### config.mk
export PLATFORM = sky130hd
export DESIGN_NAME = fdsc_top
export DESIGN_NICKNAME = d
export VERILOG_FILES = /design/src/hdl/fdsc_pkg.sv /design/src/hdl/fdsc_top.sv
export SDC_FILE = /design/constraint.sdc
export NUM_CORES = 1
export LEC_CHECK = 0
export ABC_AREA = 1
export BUFFER_PORTS_ARGS = -buffer_cell sky130_fd_sc_hd__buf_2
export CAP_MARGIN = 20
export CORE_ASPECT_RATIO = 1.5
export CORE_UTILIZATION = 55
export DETAILED_ROUTE_END_ITERATION = 8
export PLACE_DENSITY_LB_ADDON = 0.08
export SKIP_CTS_REPAIR_TIMING = 1
export SLEW_MARGIN = 40
export SYNTH_ARGS = -nofsm -noshare
export SYNTH_HDL_FRONTEND = slang
export SYNTH_SLANG_ARGS = --single-unit
### constraint.sdc
create_clock -name hclk -period 6.3 [get_ports hclk]
set_input_delay 0.945 -clock hclk [delete_from_list [all_inputs] [get_ports hclk]]
set_output_delay 0.945 -clock hclk [all_outputs]
set_load 0.005 [all_outputs]
### src/hdl/fdsc_pkg.sv
// constants and carrier types for the floppy seek/scan command block
// assumes a 250 MHz hclk and one AHB-Lite master on the register side
// Function
// - scan ends with seven result bytes
// - active flag high in command, low executing
// - further seeks accepted while stepping
// - other commands while stepping are invalid
// - drive not ready ends command abnormally
// - one present-track register per drive
// - direction high inward, low outward
// - step at interval, equality ends seek
// - per-drive busy bit set while seeking
// - busy bits cleared by interrupt-status query
// - recalibrate zeroes present track first
// - recalibrate steps outward until track zero
// - no track zero after 256 steps: fault
// - recalibrate overlaps and handles ready like seek
// - interrupt on entering scan result phase
// - interrupt on any drive ready change
// - interrupt when seek or recalibrate terminates
// - step interval 16 minus field milliseconds
// - query reports cause code and present track
package fdsc_pkg;
    localparam int         NDRV             = 4;
    localparam logic [7:0] ADDR_DATA        = 8'h00;
    localparam logic [7:0] ADDR_MSR         = 8'h04;
    localparam logic [7:0] ADDR_STEP        = 8'h08;
    localparam logic [7:0] OP_SEEK          = 8'h0F;
    localparam logic [7:0] OP_RECAL         = 8'h07;
    localparam logic [7:0] OP_SENSE         = 8'h08;
    localparam logic [4:0] OP_SCAN_EQ       = 5'h11;
    localparam logic [4:0] OP_SCAN_LE       = 5'h19;
    localparam logic [4:0] OP_SCAN_HE       = 5'h1D;
    localparam logic [3:0] LEN_SENSE        = 4'h1;
    localparam logic [3:0] LEN_RECAL        = 4'h2;
    localparam logic [3:0] LEN_SEEK         = 4'h3;
    localparam logic [3:0] LEN_SCAN         = 4'h9;
    localparam logic [2:0] RES_ONE          = 3'h1;
    localparam logic [2:0] RES_SENSE        = 3'h2;
    localparam logic [2:0] RES_SCAN         = 3'h7;
    localparam logic [1:0] IC_NORMAL        = 2'h0;
    localparam logic [1:0] IC_ABN           = 2'h1;
    localparam logic [1:0] IC_READY         = 2'h3;
    localparam logic [7:0] ST0_INVALID      = 8'h80;
    localparam logic [8:0] RECAL_MAX        = 9'h100;
    localparam logic [4:0] STEP_MS_BASE     = 5'h10;
    localparam logic [3:0] STEP_CFG_RESET   = 4'h0;
    localparam int         CLK_PERIOD_NS    = 4;
    localparam int         STEP_UNIT_MS     = 1;
    localparam int         STEP_UNIT_CYCLES = STEP_UNIT_MS * 1000000 / CLK_PERIOD_NS;

    typedef enum logic [1:0] {S_IDLE, S_CMD, S_RESULT} fdsc_seq_t;
    typedef enum logic {D_IDLE, D_STEP} fdsc_drv_t;
    typedef struct packed {
        logic abn;
        logic nr;
        logic ec;
    } fdsc_end_t;
    typedef struct packed {
        logic       valid;
        logic       write;
        logic [7:0] addr;
    } fdsc_ap_t;
endpackage

### src/hdl/fdsc_top.sv
// seek/recalibrate/scan command logic behind an AHB-Lite register slave
// assumes drive inputs synchronous to hclk, zero-wait word accesses
//
// Local design decisions: the AHB-Lite slave port and the address map.
`timescale 1ns/1ps
module fdsc_top #(
    parameter int MS_CYCLES = fdsc_pkg::STEP_UNIT_CYCLES
) (
    input  logic        hclk,
    input  logic        hresetn,
    input  logic        hsel,
    input  logic [31:0] haddr,
    input  logic [1:0]  htrans,
    input  logic        hwrite,
    input  logic [2:0]  hsize,
    input  logic [31:0] hwdata,
    input  logic        hready,
    output logic [31:0] hrdata,
    output logic        hreadyout,
    output logic        hresp,
    input  logic [3:0]  drive_ready,
    input  logic [3:0]  track_zero_input,
    output logic [3:0]  step_direction_output,
    output logic [3:0]  step_pulse_output,
    output logic        intr_req
);
    localparam int TW = $clog2(int'(fdsc_pkg::STEP_MS_BASE) * MS_CYCLES + 1);
    localparam int ND = fdsc_pkg::NDRV;

    fdsc_pkg::fdsc_seq_t seq, next_seq;
    fdsc_pkg::fdsc_ap_t  ap, next_ap;
    logic [7:0]          cb     [9];
    logic [7:0]          next_cb[9];
    logic [7:0]          res     [7];
    logic [7:0]          next_res[7];
    logic [3:0]          bcnt, next_bcnt;
    logic [2:0]          rcnt, next_rcnt, ridx, next_ridx;
    logic [3:0]          step_cfg, next_step_cfg;
    logic [31:0]         next_rdata;
    logic                next_intr, set_int;
    logic [3:0]          rdy_prev;
    logic                rdy_chg, next_rdy_chg;
    logic [1:0]          rdy_drv, next_rdy_drv;
    logic [3:0]          start_seek, start_recal, clr_end, end_evt, stepping, drive_busy;
    logic                clr_busy, rd_req, wr_data, controller_active;
    logic [7:0]          new_tgt;
    logic [TW-1:0]       iv_load;
    fdsc_pkg::fdsc_drv_t dst [ND];
    logic [7:0]          pcn [ND];
    logic [7:0]          tgt [ND];
    logic [TW-1:0]       tmr [ND];
    logic [8:0]          nst [ND];
    logic [ND-1:0]       recal, endp;
    fdsc_pkg::fdsc_end_t endi [ND];

    function automatic logic [3:0] cmd_len(input logic [7:0] op);
        if (op == fdsc_pkg::OP_SEEK) cmd_len = fdsc_pkg::LEN_SEEK;
        else if (op == fdsc_pkg::OP_RECAL) cmd_len = fdsc_pkg::LEN_RECAL;
        else if (op == fdsc_pkg::OP_SENSE) cmd_len = fdsc_pkg::LEN_SENSE;
        else if (op[4:0] == fdsc_pkg::OP_SCAN_EQ || op[4:0] == fdsc_pkg::OP_SCAN_LE
                 || op[4:0] == fdsc_pkg::OP_SCAN_HE) cmd_len = fdsc_pkg::LEN_SCAN;
        else cmd_len = 4'h0;
    endfunction

    assign hreadyout = 1'b1;
    assign hresp = 1'b0;
    assign controller_active = (seq != fdsc_pkg::S_IDLE);
    assign rd_req = hsel && htrans[1] && hready && !hwrite && haddr[31:8] == 24'h0;
    assign wr_data = ap.valid && ap.write && ap.addr == fdsc_pkg::ADDR_DATA;
    assign iv_load = TW'((fdsc_pkg::STEP_MS_BASE - {1'b0, step_cfg}) * MS_CYCLES - 1);

    always_comb begin
        logic [3:0] len;
        logic [7:0] op;
        logic [1:0] sel;
        logic       found;
        len = 4'h0;
        op = 8'h00;
        sel = 2'h0;
        found = 1'b0;
        next_ap = '{valid: hsel && htrans[1] && hready && haddr[31:8] == 24'h0,
                    write: hwrite, addr: haddr[7:0]};
        next_seq = seq;
        next_cb = cb;
        next_bcnt = bcnt;
        next_res = res;
        next_rcnt = rcnt;
        next_ridx = ridx;
        next_step_cfg = step_cfg;
        next_rdata = 32'h0;
        next_rdy_chg = rdy_chg;
        next_rdy_drv = rdy_drv;
        start_seek = 4'h0;
        start_recal = 4'h0;
        clr_end = 4'h0;
        clr_busy = 1'b0;
        new_tgt = 8'h00;
        set_int = |end_evt;
        if (rd_req) begin
            case (haddr[7:0])
                fdsc_pkg::ADDR_DATA: begin
                    if (seq == fdsc_pkg::S_RESULT) begin
                        next_rdata = {24'h0, res[ridx]};
                        next_ridx = ridx + 3'h1;
                        if (ridx == rcnt - 3'h1) next_seq = fdsc_pkg::S_IDLE;
                    end
                end
                fdsc_pkg::ADDR_MSR:
                    next_rdata = {24'h0, 1'b1, seq == fdsc_pkg::S_RESULT, 1'b0,
                                  controller_active, drive_busy};
                fdsc_pkg::ADDR_STEP: next_rdata = {28'h0, step_cfg};
                default: next_rdata = 32'h0;
            endcase
        end
        if (ap.valid && ap.write && ap.addr == fdsc_pkg::ADDR_STEP)
            next_step_cfg = hwdata[3:0];
        if (wr_data && seq != fdsc_pkg::S_RESULT) begin
            len = cmd_len(seq == fdsc_pkg::S_IDLE ? hwdata[7:0] : cb[0]);
            if (seq == fdsc_pkg::S_IDLE && (len == 4'h0 || (|stepping
                && hwdata[7:0] != fdsc_pkg::OP_SEEK && hwdata[7:0] != fdsc_pkg::OP_RECAL)
                || (hwdata[7:0] == fdsc_pkg::OP_SENSE && !rdy_chg && !(|endp)))) begin
                next_res[0] = fdsc_pkg::ST0_INVALID;
                next_rcnt = fdsc_pkg::RES_ONE;
                next_ridx = 3'h0;
                next_seq = fdsc_pkg::S_RESULT;
            end else begin
                next_cb[bcnt] = hwdata[7:0];
                next_bcnt = bcnt + 4'h1;
                next_seq = fdsc_pkg::S_CMD;
                if (bcnt + 4'h1 == len) begin
                    op = next_cb[0];
                    sel = next_cb[1][1:0];
                    new_tgt = next_cb[2];
                    next_bcnt = 4'h0;
                    next_seq = fdsc_pkg::S_IDLE;
                    next_ridx = 3'h0;
                    if (op == fdsc_pkg::OP_SEEK) start_seek[sel] = 1'b1;
                    else if (op == fdsc_pkg::OP_RECAL) start_recal[sel] = 1'b1;
                    else if (op == fdsc_pkg::OP_SENSE) begin
                        clr_busy = 1'b1;
                        next_seq = fdsc_pkg::S_RESULT;
                        next_rcnt = fdsc_pkg::RES_SENSE;
                        if (rdy_chg) begin
                            next_rdy_chg = 1'b0;
                            next_res[0] = {fdsc_pkg::IC_READY, 4'h0, rdy_drv};
                            next_res[1] = pcn[rdy_drv];
                        end else begin
                            for (int k = ND - 1; k >= 0; k--) begin
                                if (endp[k]) begin
                                    sel = 2'(k);
                                    found = 1'b1;
                                end
                            end
                            clr_end[sel] = found;
                            next_res[0] = {endi[sel].abn ? fdsc_pkg::IC_ABN : fdsc_pkg::IC_NORMAL,
                                           1'b1, endi[sel].ec, endi[sel].nr, 1'b0, sel};
                            next_res[1] = pcn[sel];
                        end
                    end else begin
                        next_res[0] = {5'h0, next_cb[1][2:0]};
                        next_res[1] = 8'h00;
                        next_res[2] = 8'h00;
                        for (int k = 3; k < 7; k++) next_res[k] = next_cb[k - 1];
                        next_rcnt = fdsc_pkg::RES_SCAN;
                        next_seq = fdsc_pkg::S_RESULT;
                        set_int = 1'b1;
                    end
                end
            end
        end
        for (int k = 0; k < ND; k++) begin
            if (drive_ready[k] != rdy_prev[k]) begin
                next_rdy_chg = 1'b1;
                next_rdy_drv = 2'(k);
                set_int = 1'b1;
            end
        end
        // status reads leave the request standing, only data traffic clears it
        next_intr = set_int || (intr_req && !wr_data
                                && !(rd_req && haddr[7:0] == fdsc_pkg::ADDR_DATA));
    end

    always_ff @(posedge hclk or negedge hresetn) begin
        if (!hresetn) begin
            seq <= fdsc_pkg::S_IDLE;
            ap <= '0;
            cb <= '{default: 8'h00};
            res <= '{default: 8'h00};
            bcnt <= 4'h0;
            rcnt <= 3'h0;
            ridx <= 3'h0;
            step_cfg <= fdsc_pkg::STEP_CFG_RESET;
            hrdata <= 32'h0;
            intr_req <= 1'b0;
            rdy_prev <= 4'h0;
            rdy_chg <= 1'b0;
            rdy_drv <= 2'h0;
        end else begin
            seq <= next_seq;
            ap <= next_ap;
            cb <= next_cb;
            res <= next_res;
            bcnt <= next_bcnt;
            rcnt <= next_rcnt;
            ridx <= next_ridx;
            step_cfg <= next_step_cfg;
            hrdata <= next_rdata;
            intr_req <= next_intr;
            rdy_prev <= drive_ready;
            rdy_chg <= next_rdy_chg;
            rdy_drv <= next_rdy_drv;
        end
    end

    for (genvar i = 0; i < ND; i++) begin : g_drv
        fdsc_pkg::fdsc_drv_t next_dst;
        fdsc_pkg::fdsc_end_t next_endi;
        logic [7:0]          next_pcn, next_tgt;
        logic [TW-1:0]       next_tmr;
        logic [8:0]          next_nst;
        logic                next_recal, next_dir, next_step, next_busy, next_endp, fin;

        assign stepping[i] = (dst[i] == fdsc_pkg::D_STEP);

        always_comb begin
            next_dst = dst[i];
            next_pcn = pcn[i];
            next_tgt = tgt[i];
            next_tmr = tmr[i];
            next_nst = nst[i];
            next_recal = recal[i];
            next_dir = step_direction_output[i];
            next_step = 1'b0;
            next_busy = drive_busy[i];
            next_endi = endi[i];
            fin = 1'b0;
            if (start_seek[i] || start_recal[i]) begin
                next_busy = 1'b1;
                next_recal = start_recal[i];
                next_tgt = new_tgt;
                next_nst = 9'h000;
                next_tmr = iv_load;
                next_dst = fdsc_pkg::D_STEP;
                if (start_recal[i]) next_pcn = 8'h00;
                next_dir = start_seek[i] && new_tgt > pcn[i];
                if (!drive_ready[i]) begin
                    fin = 1'b1;
                    next_endi = '{abn: 1'b1, nr: 1'b1, ec: 1'b0};
                end else if (start_seek[i] && pcn[i] == new_tgt) begin
                    fin = 1'b1;
                    next_endi = '0;
                end
            end else if (dst[i] == fdsc_pkg::D_STEP) begin
                if (!drive_ready[i]) begin
                    fin = 1'b1;
                    next_endi = '{abn: 1'b1, nr: 1'b1, ec: 1'b0};
                end else if (recal[i] && track_zero_input[i]) begin
                    fin = 1'b1;
                    next_endi = '0;
                end else if (recal[i] && nst[i] == fdsc_pkg::RECAL_MAX) begin
                    fin = 1'b1;
                    next_endi = '{abn: 1'b1, nr: 1'b0, ec: 1'b1};
                end else if (!recal[i] && pcn[i] == tgt[i]) begin
                    fin = 1'b1;
                    next_endi = '0;
                end else if (tmr[i] == '0) begin
                    next_step = 1'b1;
                    next_nst = nst[i] + 9'h001;
                    next_tmr = iv_load;
                    if (!recal[i]) next_pcn = step_direction_output[i] ? pcn[i] + 8'h01
                                                                       : pcn[i] - 8'h01;
                end else begin
                    next_tmr = tmr[i] - TW'(1);
                end
            end
            if (fin) next_dst = fdsc_pkg::D_IDLE;
            end_evt[i] = fin;
            next_endp = fin || (endp[i] && !clr_end[i]);
            if (clr_busy && dst[i] == fdsc_pkg::D_IDLE) next_busy = 1'b0;
        end

        always_ff @(posedge hclk or negedge hresetn) begin
            if (!hresetn) begin
                dst[i] <= fdsc_pkg::D_IDLE;
                pcn[i] <= 8'h00;
                tgt[i] <= 8'h00;
                tmr[i] <= '0;
                nst[i] <= 9'h000;
                recal[i] <= 1'b0;
                endp[i] <= 1'b0;
                endi[i] <= '0;
                drive_busy[i] <= 1'b0;
                step_direction_output[i] <= 1'b0;
                step_pulse_output[i] <= 1'b0;
            end else begin
                dst[i] <= next_dst;
                pcn[i] <= next_pcn;
                tgt[i] <= next_tgt;
                tmr[i] <= next_tmr;
                nst[i] <= next_nst;
                recal[i] <= next_recal;
                endp[i] <= next_endp;
                endi[i] <= next_endi;
                drive_busy[i] <= next_busy;
                step_direction_output[i] <= next_dir;
                step_pulse_output[i] <= next_step;
            end
        end

    end
endmodule

Yosys cells after proc, flatten, opt, wreduce, memory -nomap -nowiden
Index checks and enable logic that the tools add are counted.
- flip-flop bits (word level): 410
- bits of input ports: 82
- output and inout bits: 43
- word-level logic and storage cells: 662
- add/sub/neg operators: 21
- multipliers: 1
- $lt $le $gt $ge: 13
- eq/ne operators: 68
- muxes and demuxes: 328
- bitwise gates (word level): 13
- reductions and logical operators: 138
- operator list (kind ; count):
    22-bit 2-to-1 mux ; 28
    8-bit 2-to-1 mux ; 53
    9-bit 2-to-1 mux ; 28
    56-bit 2-to-1 mux ; 3
    3-bit 2-to-1 mux ; 45
    1-bit 2-to-1 mux ; 112
    22-bit by 1-bit subtractor with 22-bit output, second input constant ; 5
    32-bit case mux with 3 select lines ; 1
    22-bit zero test ; 4
    4-bit 2-to-1 mux ; 22
    72-bit bitwise mux ; 1
    8-bit == test ; 8
    32-bit 2-to-1 mux ; 2
    8-bit by 4-bit == test with 1-bit output, second input constant ; 7
    2-bit nonzero test ; 26
    1-bit logical AND ; 48
    2-bit 2-to-1 mux ; 24
    2-bit != test, second input constant ; 19
    9-bit by 1-bit adder with 9-bit output, second input constant ; 4
    9-bit == test, second input constant ; 4
    6-bit AND reduction ; 6
    5-bit by 1-bit != test with 1-bit output, second input constant ; 7
    8-bit by 1-bit adder with 8-bit output, second input constant ; 4
    8-bit binary-select mux with 2-bit select ; 2
    47 further kinds ; 119

Longest topological paths before layout
- depth after elaboration: 33
- gate-level depth with buffers: 30
- mapped depth without buffers: 30

Worst setup path after synthesis
Ideal clock, no wire load.
- path type: reg2reg
- from: register step_cfg[0]
- to: register tmr[21] (netlist name)
- setup time: 116 ps
- arrival time: 4778 ps
- data required time: 6184 ps
- slack: 1405 ps
- stages on the path, launching flop included: 26
- path buffers: 0
- period minus slack after synthesis: 4895 ps
- cells stage by stage: dfrtp_1 -> inv_1 -> ha_1 -> nand2_1 -> nor2_1 -> fa_1 -> inv_1 -> ha_1 -> ha_1 -> ha_1 -> ha_1 -> ha_1 -> ha_1 -> inv_1 -> nor2_1 -> nand4_1 -> nand3_1 -> nand3_1 -> nor2_1 -> nand4_1 -> nand2_1 -> inv_1 -> nand2_1 -> o21ai_0 -> nand2_1 -> nand2_1
- longest elaborated chain between the ends: 10
- ends and longest elaborated chain (what ; RTL line ; source):
    start: declaration ; fdsc_top.sv:38 ; logic [3:0] step_cfg, next_step_cfg;
    start signal: assignment ; fdsc_top.sv:192 ; step_cfg <= fdsc_pkg::STEP_CFG_RESET;
    start signal: assignment ; fdsc_top.sv:206 ; step_cfg <= next_step_cfg;
    5-bit by 4-bit subtractor with 6-bit output (*) ; fdsc_top.sv:70 ; assign iv_load = TW'((fdsc_pkg::STEP_MS_BASE - {1'b0, step_cfg}) * MS_CYCLES - 1);
    32-bit by 14-bit multiplier with 18-bit output (*) ; fdsc_top.sv:70 ;
    22-bit by 1-bit subtractor with 22-bit output (*) ; fdsc_top.sv:70 ;
    22-bit 2-to-1 mux ; fdsc_top.sv:266 ; end else if (tmr[i] == '0) begin
    22-bit 2-to-1 mux ; fdsc_top.sv:263 ; end else if (!recal[i] && pcn[i] == tgt[i]) begin
    22-bit 2-to-1 mux ; fdsc_top.sv:260 ; end else if (recal[i] && nst[i] == fdsc_pkg::RECAL_MAX) begin
    22-bit 2-to-1 mux ; fdsc_top.sv:257 ; end else if (recal[i] && track_zero_input[i]) begin
    22-bit 2-to-1 mux ; fdsc_top.sv:254 ; if (!drive_ready[i]) begin
    22-bit 2-to-1 mux ; fdsc_top.sv:253 ; end else if (dst[i] == fdsc_pkg::D_STEP) begin
    22-bit 2-to-1 mux (*) ; fdsc_top.sv:237 ; if (start_seek[i] || start_recal[i]) begin
    end signal: indexed assignment ; fdsc_top.sv:299 ; tmr[i] <= next_tmr;
    end: declaration ; fdsc_top.sv:51 ; logic [TW-1:0] tmr [ND];
Every way passes the cells marked *; elsewhere a longest branch is shown, timed or not. The select of a mux whose other input is x is not followed.
A chain may end at the register's enable or synchronous reset.

Worst setup path after layout
Same ends and word-level chain as after synthesis.

==> results.cfg <==
[synth]
ys_ff_latch = 357
synth_top_flop_cell = dfrtp_1
syn_inst = 3339
seq_area_frac_synth = 0.3660
synth.distinct_cells = 66
ys_top_cells_by_area = dfrtp_1 (37%), nand2_1 (13%), ha_1 (5.6%)
synth_compound_area_frac = 0.1347
synthXorXnorAreaFrac = 0.05095
synthSimpleGateAreaFrac = 0.2942
synth_edf_count = 0
synth-adder-area-share = 0.06623
synth_area_sq_mm = 0.02441
synth_mux_area_frac = 0
syn_area_per_cell_sq_um = 7.310
synth_top_family_by_area = simple AND/OR/NAND/NOR gates
yosys_warnings = 0
yosysTopAreaCell = dfrtp_1
yosys.area.top_type_share = 0.3660
synthArstFlopShare = 1.000

[global_route]
track_usage = 0.3461
overflow = 0
grt_pass1_vias = 22203
grt_antenna_before_repair = 1
grt_max_degree = 105
grt_pass1_wl_mm = 121.3

[timing]
fin_crit_ns = 5.616
fin_crit_sh = 0.8914
timing.fmax_mhz = 178.1
rsz0062_at_grt = no
report.final.slew_viol_count = 0
worst_pin_slew_ns = 0.8807
fin_skew_ns = 0.02308
setup_viol = 0
hold_viol_final = 0
fin_tns_setup_ns = 0
relSlewSlack = 0.4074

[cells_and_area]
fin_area_sq_mm = 0.02645
nFillCells = 4090
drive_gt1_frac = 0.08453
final_net_count = 3582
final_cell_mix = nand2_1 (850), dfrtp_1 (355), inv_1 (348)
mostFrequentLayoutCell = nand2_1
area_delta_synth_final_pct = 8.345

[clock_network]
clock-sinks = 357
cts.path.max_buffers = 3
cts_made_buffers = 39
htree_num_levels = 2
clock_latency_ns = 0.55
cts_tree = built
root_buffer = clkbuf_16
clkSlewWorstSetupHoldPaths_ns = 0.06

[critical_path]
critPathKind = reg2reg
crit_path_end_kind = flip-flop
required_ns = 6.75
arrival_ns = 6.07
cp_max_fo = 13
critPathLaunchType = flip-flop

[routing]
drt_wl_total_mm = 77.96
drtIter0Drc = 1529
drtAntennaViolNets = 0
num_vias = 22705
viasPerCell = 5.699
first_pass_iters = 8
drc_errors = 0
drt-wirelength-per-cell_um = 19.57

[place]
placedInstanceArea_sq_mm = 0.02511
hpwl_mm = 59.45
port_buffers = 70
place.gp.congestion = 1.004

[die]
initial_core_util = 0.5564
rows = 94
pin_count = 125
dieArea_sq_mm = 0.04525
chipHeight_um = 260.0
core_sq_mm = 0.04387
die-width_um = 174.0

[power]
pwr_density_cell_mw_per_mm2 = 186.6
ir_drop_mv = 0.1709
leakagePower_uw = 0.01310

[run]
drv_cap = 0

[run_status]
status = complete, no violations

[worst_hold_path]
hold_path_class = in2async
[worst paths after layout]
path / start / cells after the start / endpoint / slack [ns]
setup / recovery: step_cfg[0] / 26 / tmr[21] / 0.68
hold / removal: hresetn / 1 / ap[6] / 0.37
setup reg to reg: step_cfg[0] / 26 / tmr[21] / 0.68
hold reg to reg: res[19] / 2 / res[19] / 0.48
max in group asynchronous: hresetn / 2 / tmr[61] / 4.85
min in group hclk: res[19] / 2 / res[19] / 0.48
[per-stage QoR]
step / cells / setup WS (ns) / power [uW] / hold slack (ns) / util
after floorplan: 3363 / 1.405 / 2445 / 0.4419 / -
after global placement: 3912 / 0.8884 / 2542 / 0.4622 / 0.5712
after detailed placement: 3913 / 0.7786 / 2546 / 0.4667 / 0.5723
after CTS: 3983 / 0.7612 / 4973 / 0.4108 / 0.6025
after global routing: 3983 / 0.3367 / 5079 / 0.4239 / 0.6028
final: 3984 / 0.6843 / 4936 / 0.3665 / 0.6028
[state kept, by name, summed over array words and instances, names as in the netlist, 8 cells and up]
signal,count
pcn,32
ap,10
res,48
nst,36
endi,12
tmr,88
tgt,32
hrdata,8
cb,43
[cell type report]
type	instances	area, sq um	share of cell area
multi-input combinational	2515	13490	0.5101
sequential	357	8936	0.3379
inverter	369	1388	0.05247
clock buffer	55	1107	0.04187
tap	576	720.7	0.02725
timing repair buffer	96	584.3	0.02209
clock inverter	15	219.0	0.008279
antenna	1	2.502	0.00009462
[synth_stat cells, types with 12 or more instances]
cell type / n
nand3b_1: 13
inv_1: 349
o21ai_2: 16
nand2_1: 852
nand3_1: 179
nor4_1: 26
inv_2: 16
ha_1: 110
o22ai_1: 22
clkbuf_1: 45
nor2_2: 14
o21ai_1: 73
nor2_1: 340
xor2_1: 104
a21oi_1: 117
fa_1: 12
o21ai_0: 268
dfrtp_1: 357
nor3_1: 65
nand2_2: 19
buf_4: 34
xnor2_1: 38
buf_2: 25
nand4_1: 72
o211ai_1: 16
buf_6: 18
or2_2: 14
[kinds of logic (layout without fill, tap and decap cells)]
kind of cell / Yosys count / after routing
buffers and inverters: 491 / 535
adders and majority gates: 122 / 122
xor gates and xnor gates: 142 / 142
and+or+nand+nor: 1646 / 1646
other: 2 / 27
AOI/OAI and AO/OA: 579 / 579
DFF: 357 / 357
[report_power, final]
part / internal (uW) / total, uW / leakage [uW] / switching (uW)
registers: 2300 / 2320 / 0.00448 / 18.9
clock network: 1440 / 2430 / 0.000654 / 996
logic: 46.2 / 183 / 0.00797 / 137
total: 3780 / 4940 / 0.0131 / 1150
[routing by layer]
layer | vias to the layer above | track usage | wire length (um)
met4 | 0 | 0.2690 | 6600
li1 | 10986 | - | -
met5 | - | 0 | 0
met3 | 231 | 0.04064 | 3446
met1 | 10768 | 0.3705 | 28360
met2 | 720 | 0.6206 | 39550
[critical path, stage by stage, from the launching register on]
cell	delay, ns
dfrtp_1	0.37
buf_4	0.22
inv_1	0.17
ha_1	0.25
nand2_1	0.17
nand2_2	0.23
fa_1	0.56
inv_1	0.06
fa_1	0.38
ha_1	0.29
ha_1	0.30
ha_1	0.32
ha_1	0.31
ha_1	0.30
inv_1	0.07
nor2_1	0.11
nand4_1	0.12
nand3_1	0.14
nand3_1	0.09
nor2_1	0.18
nand4_1	0.13
nand2_1	0.25
inv_1	0.16
nand2_1	0.10
o21ai_0	0.09
nand2_1	0.08
nand2_1	0.05
No activity file was read; power rests on OpenSTA's default activity.
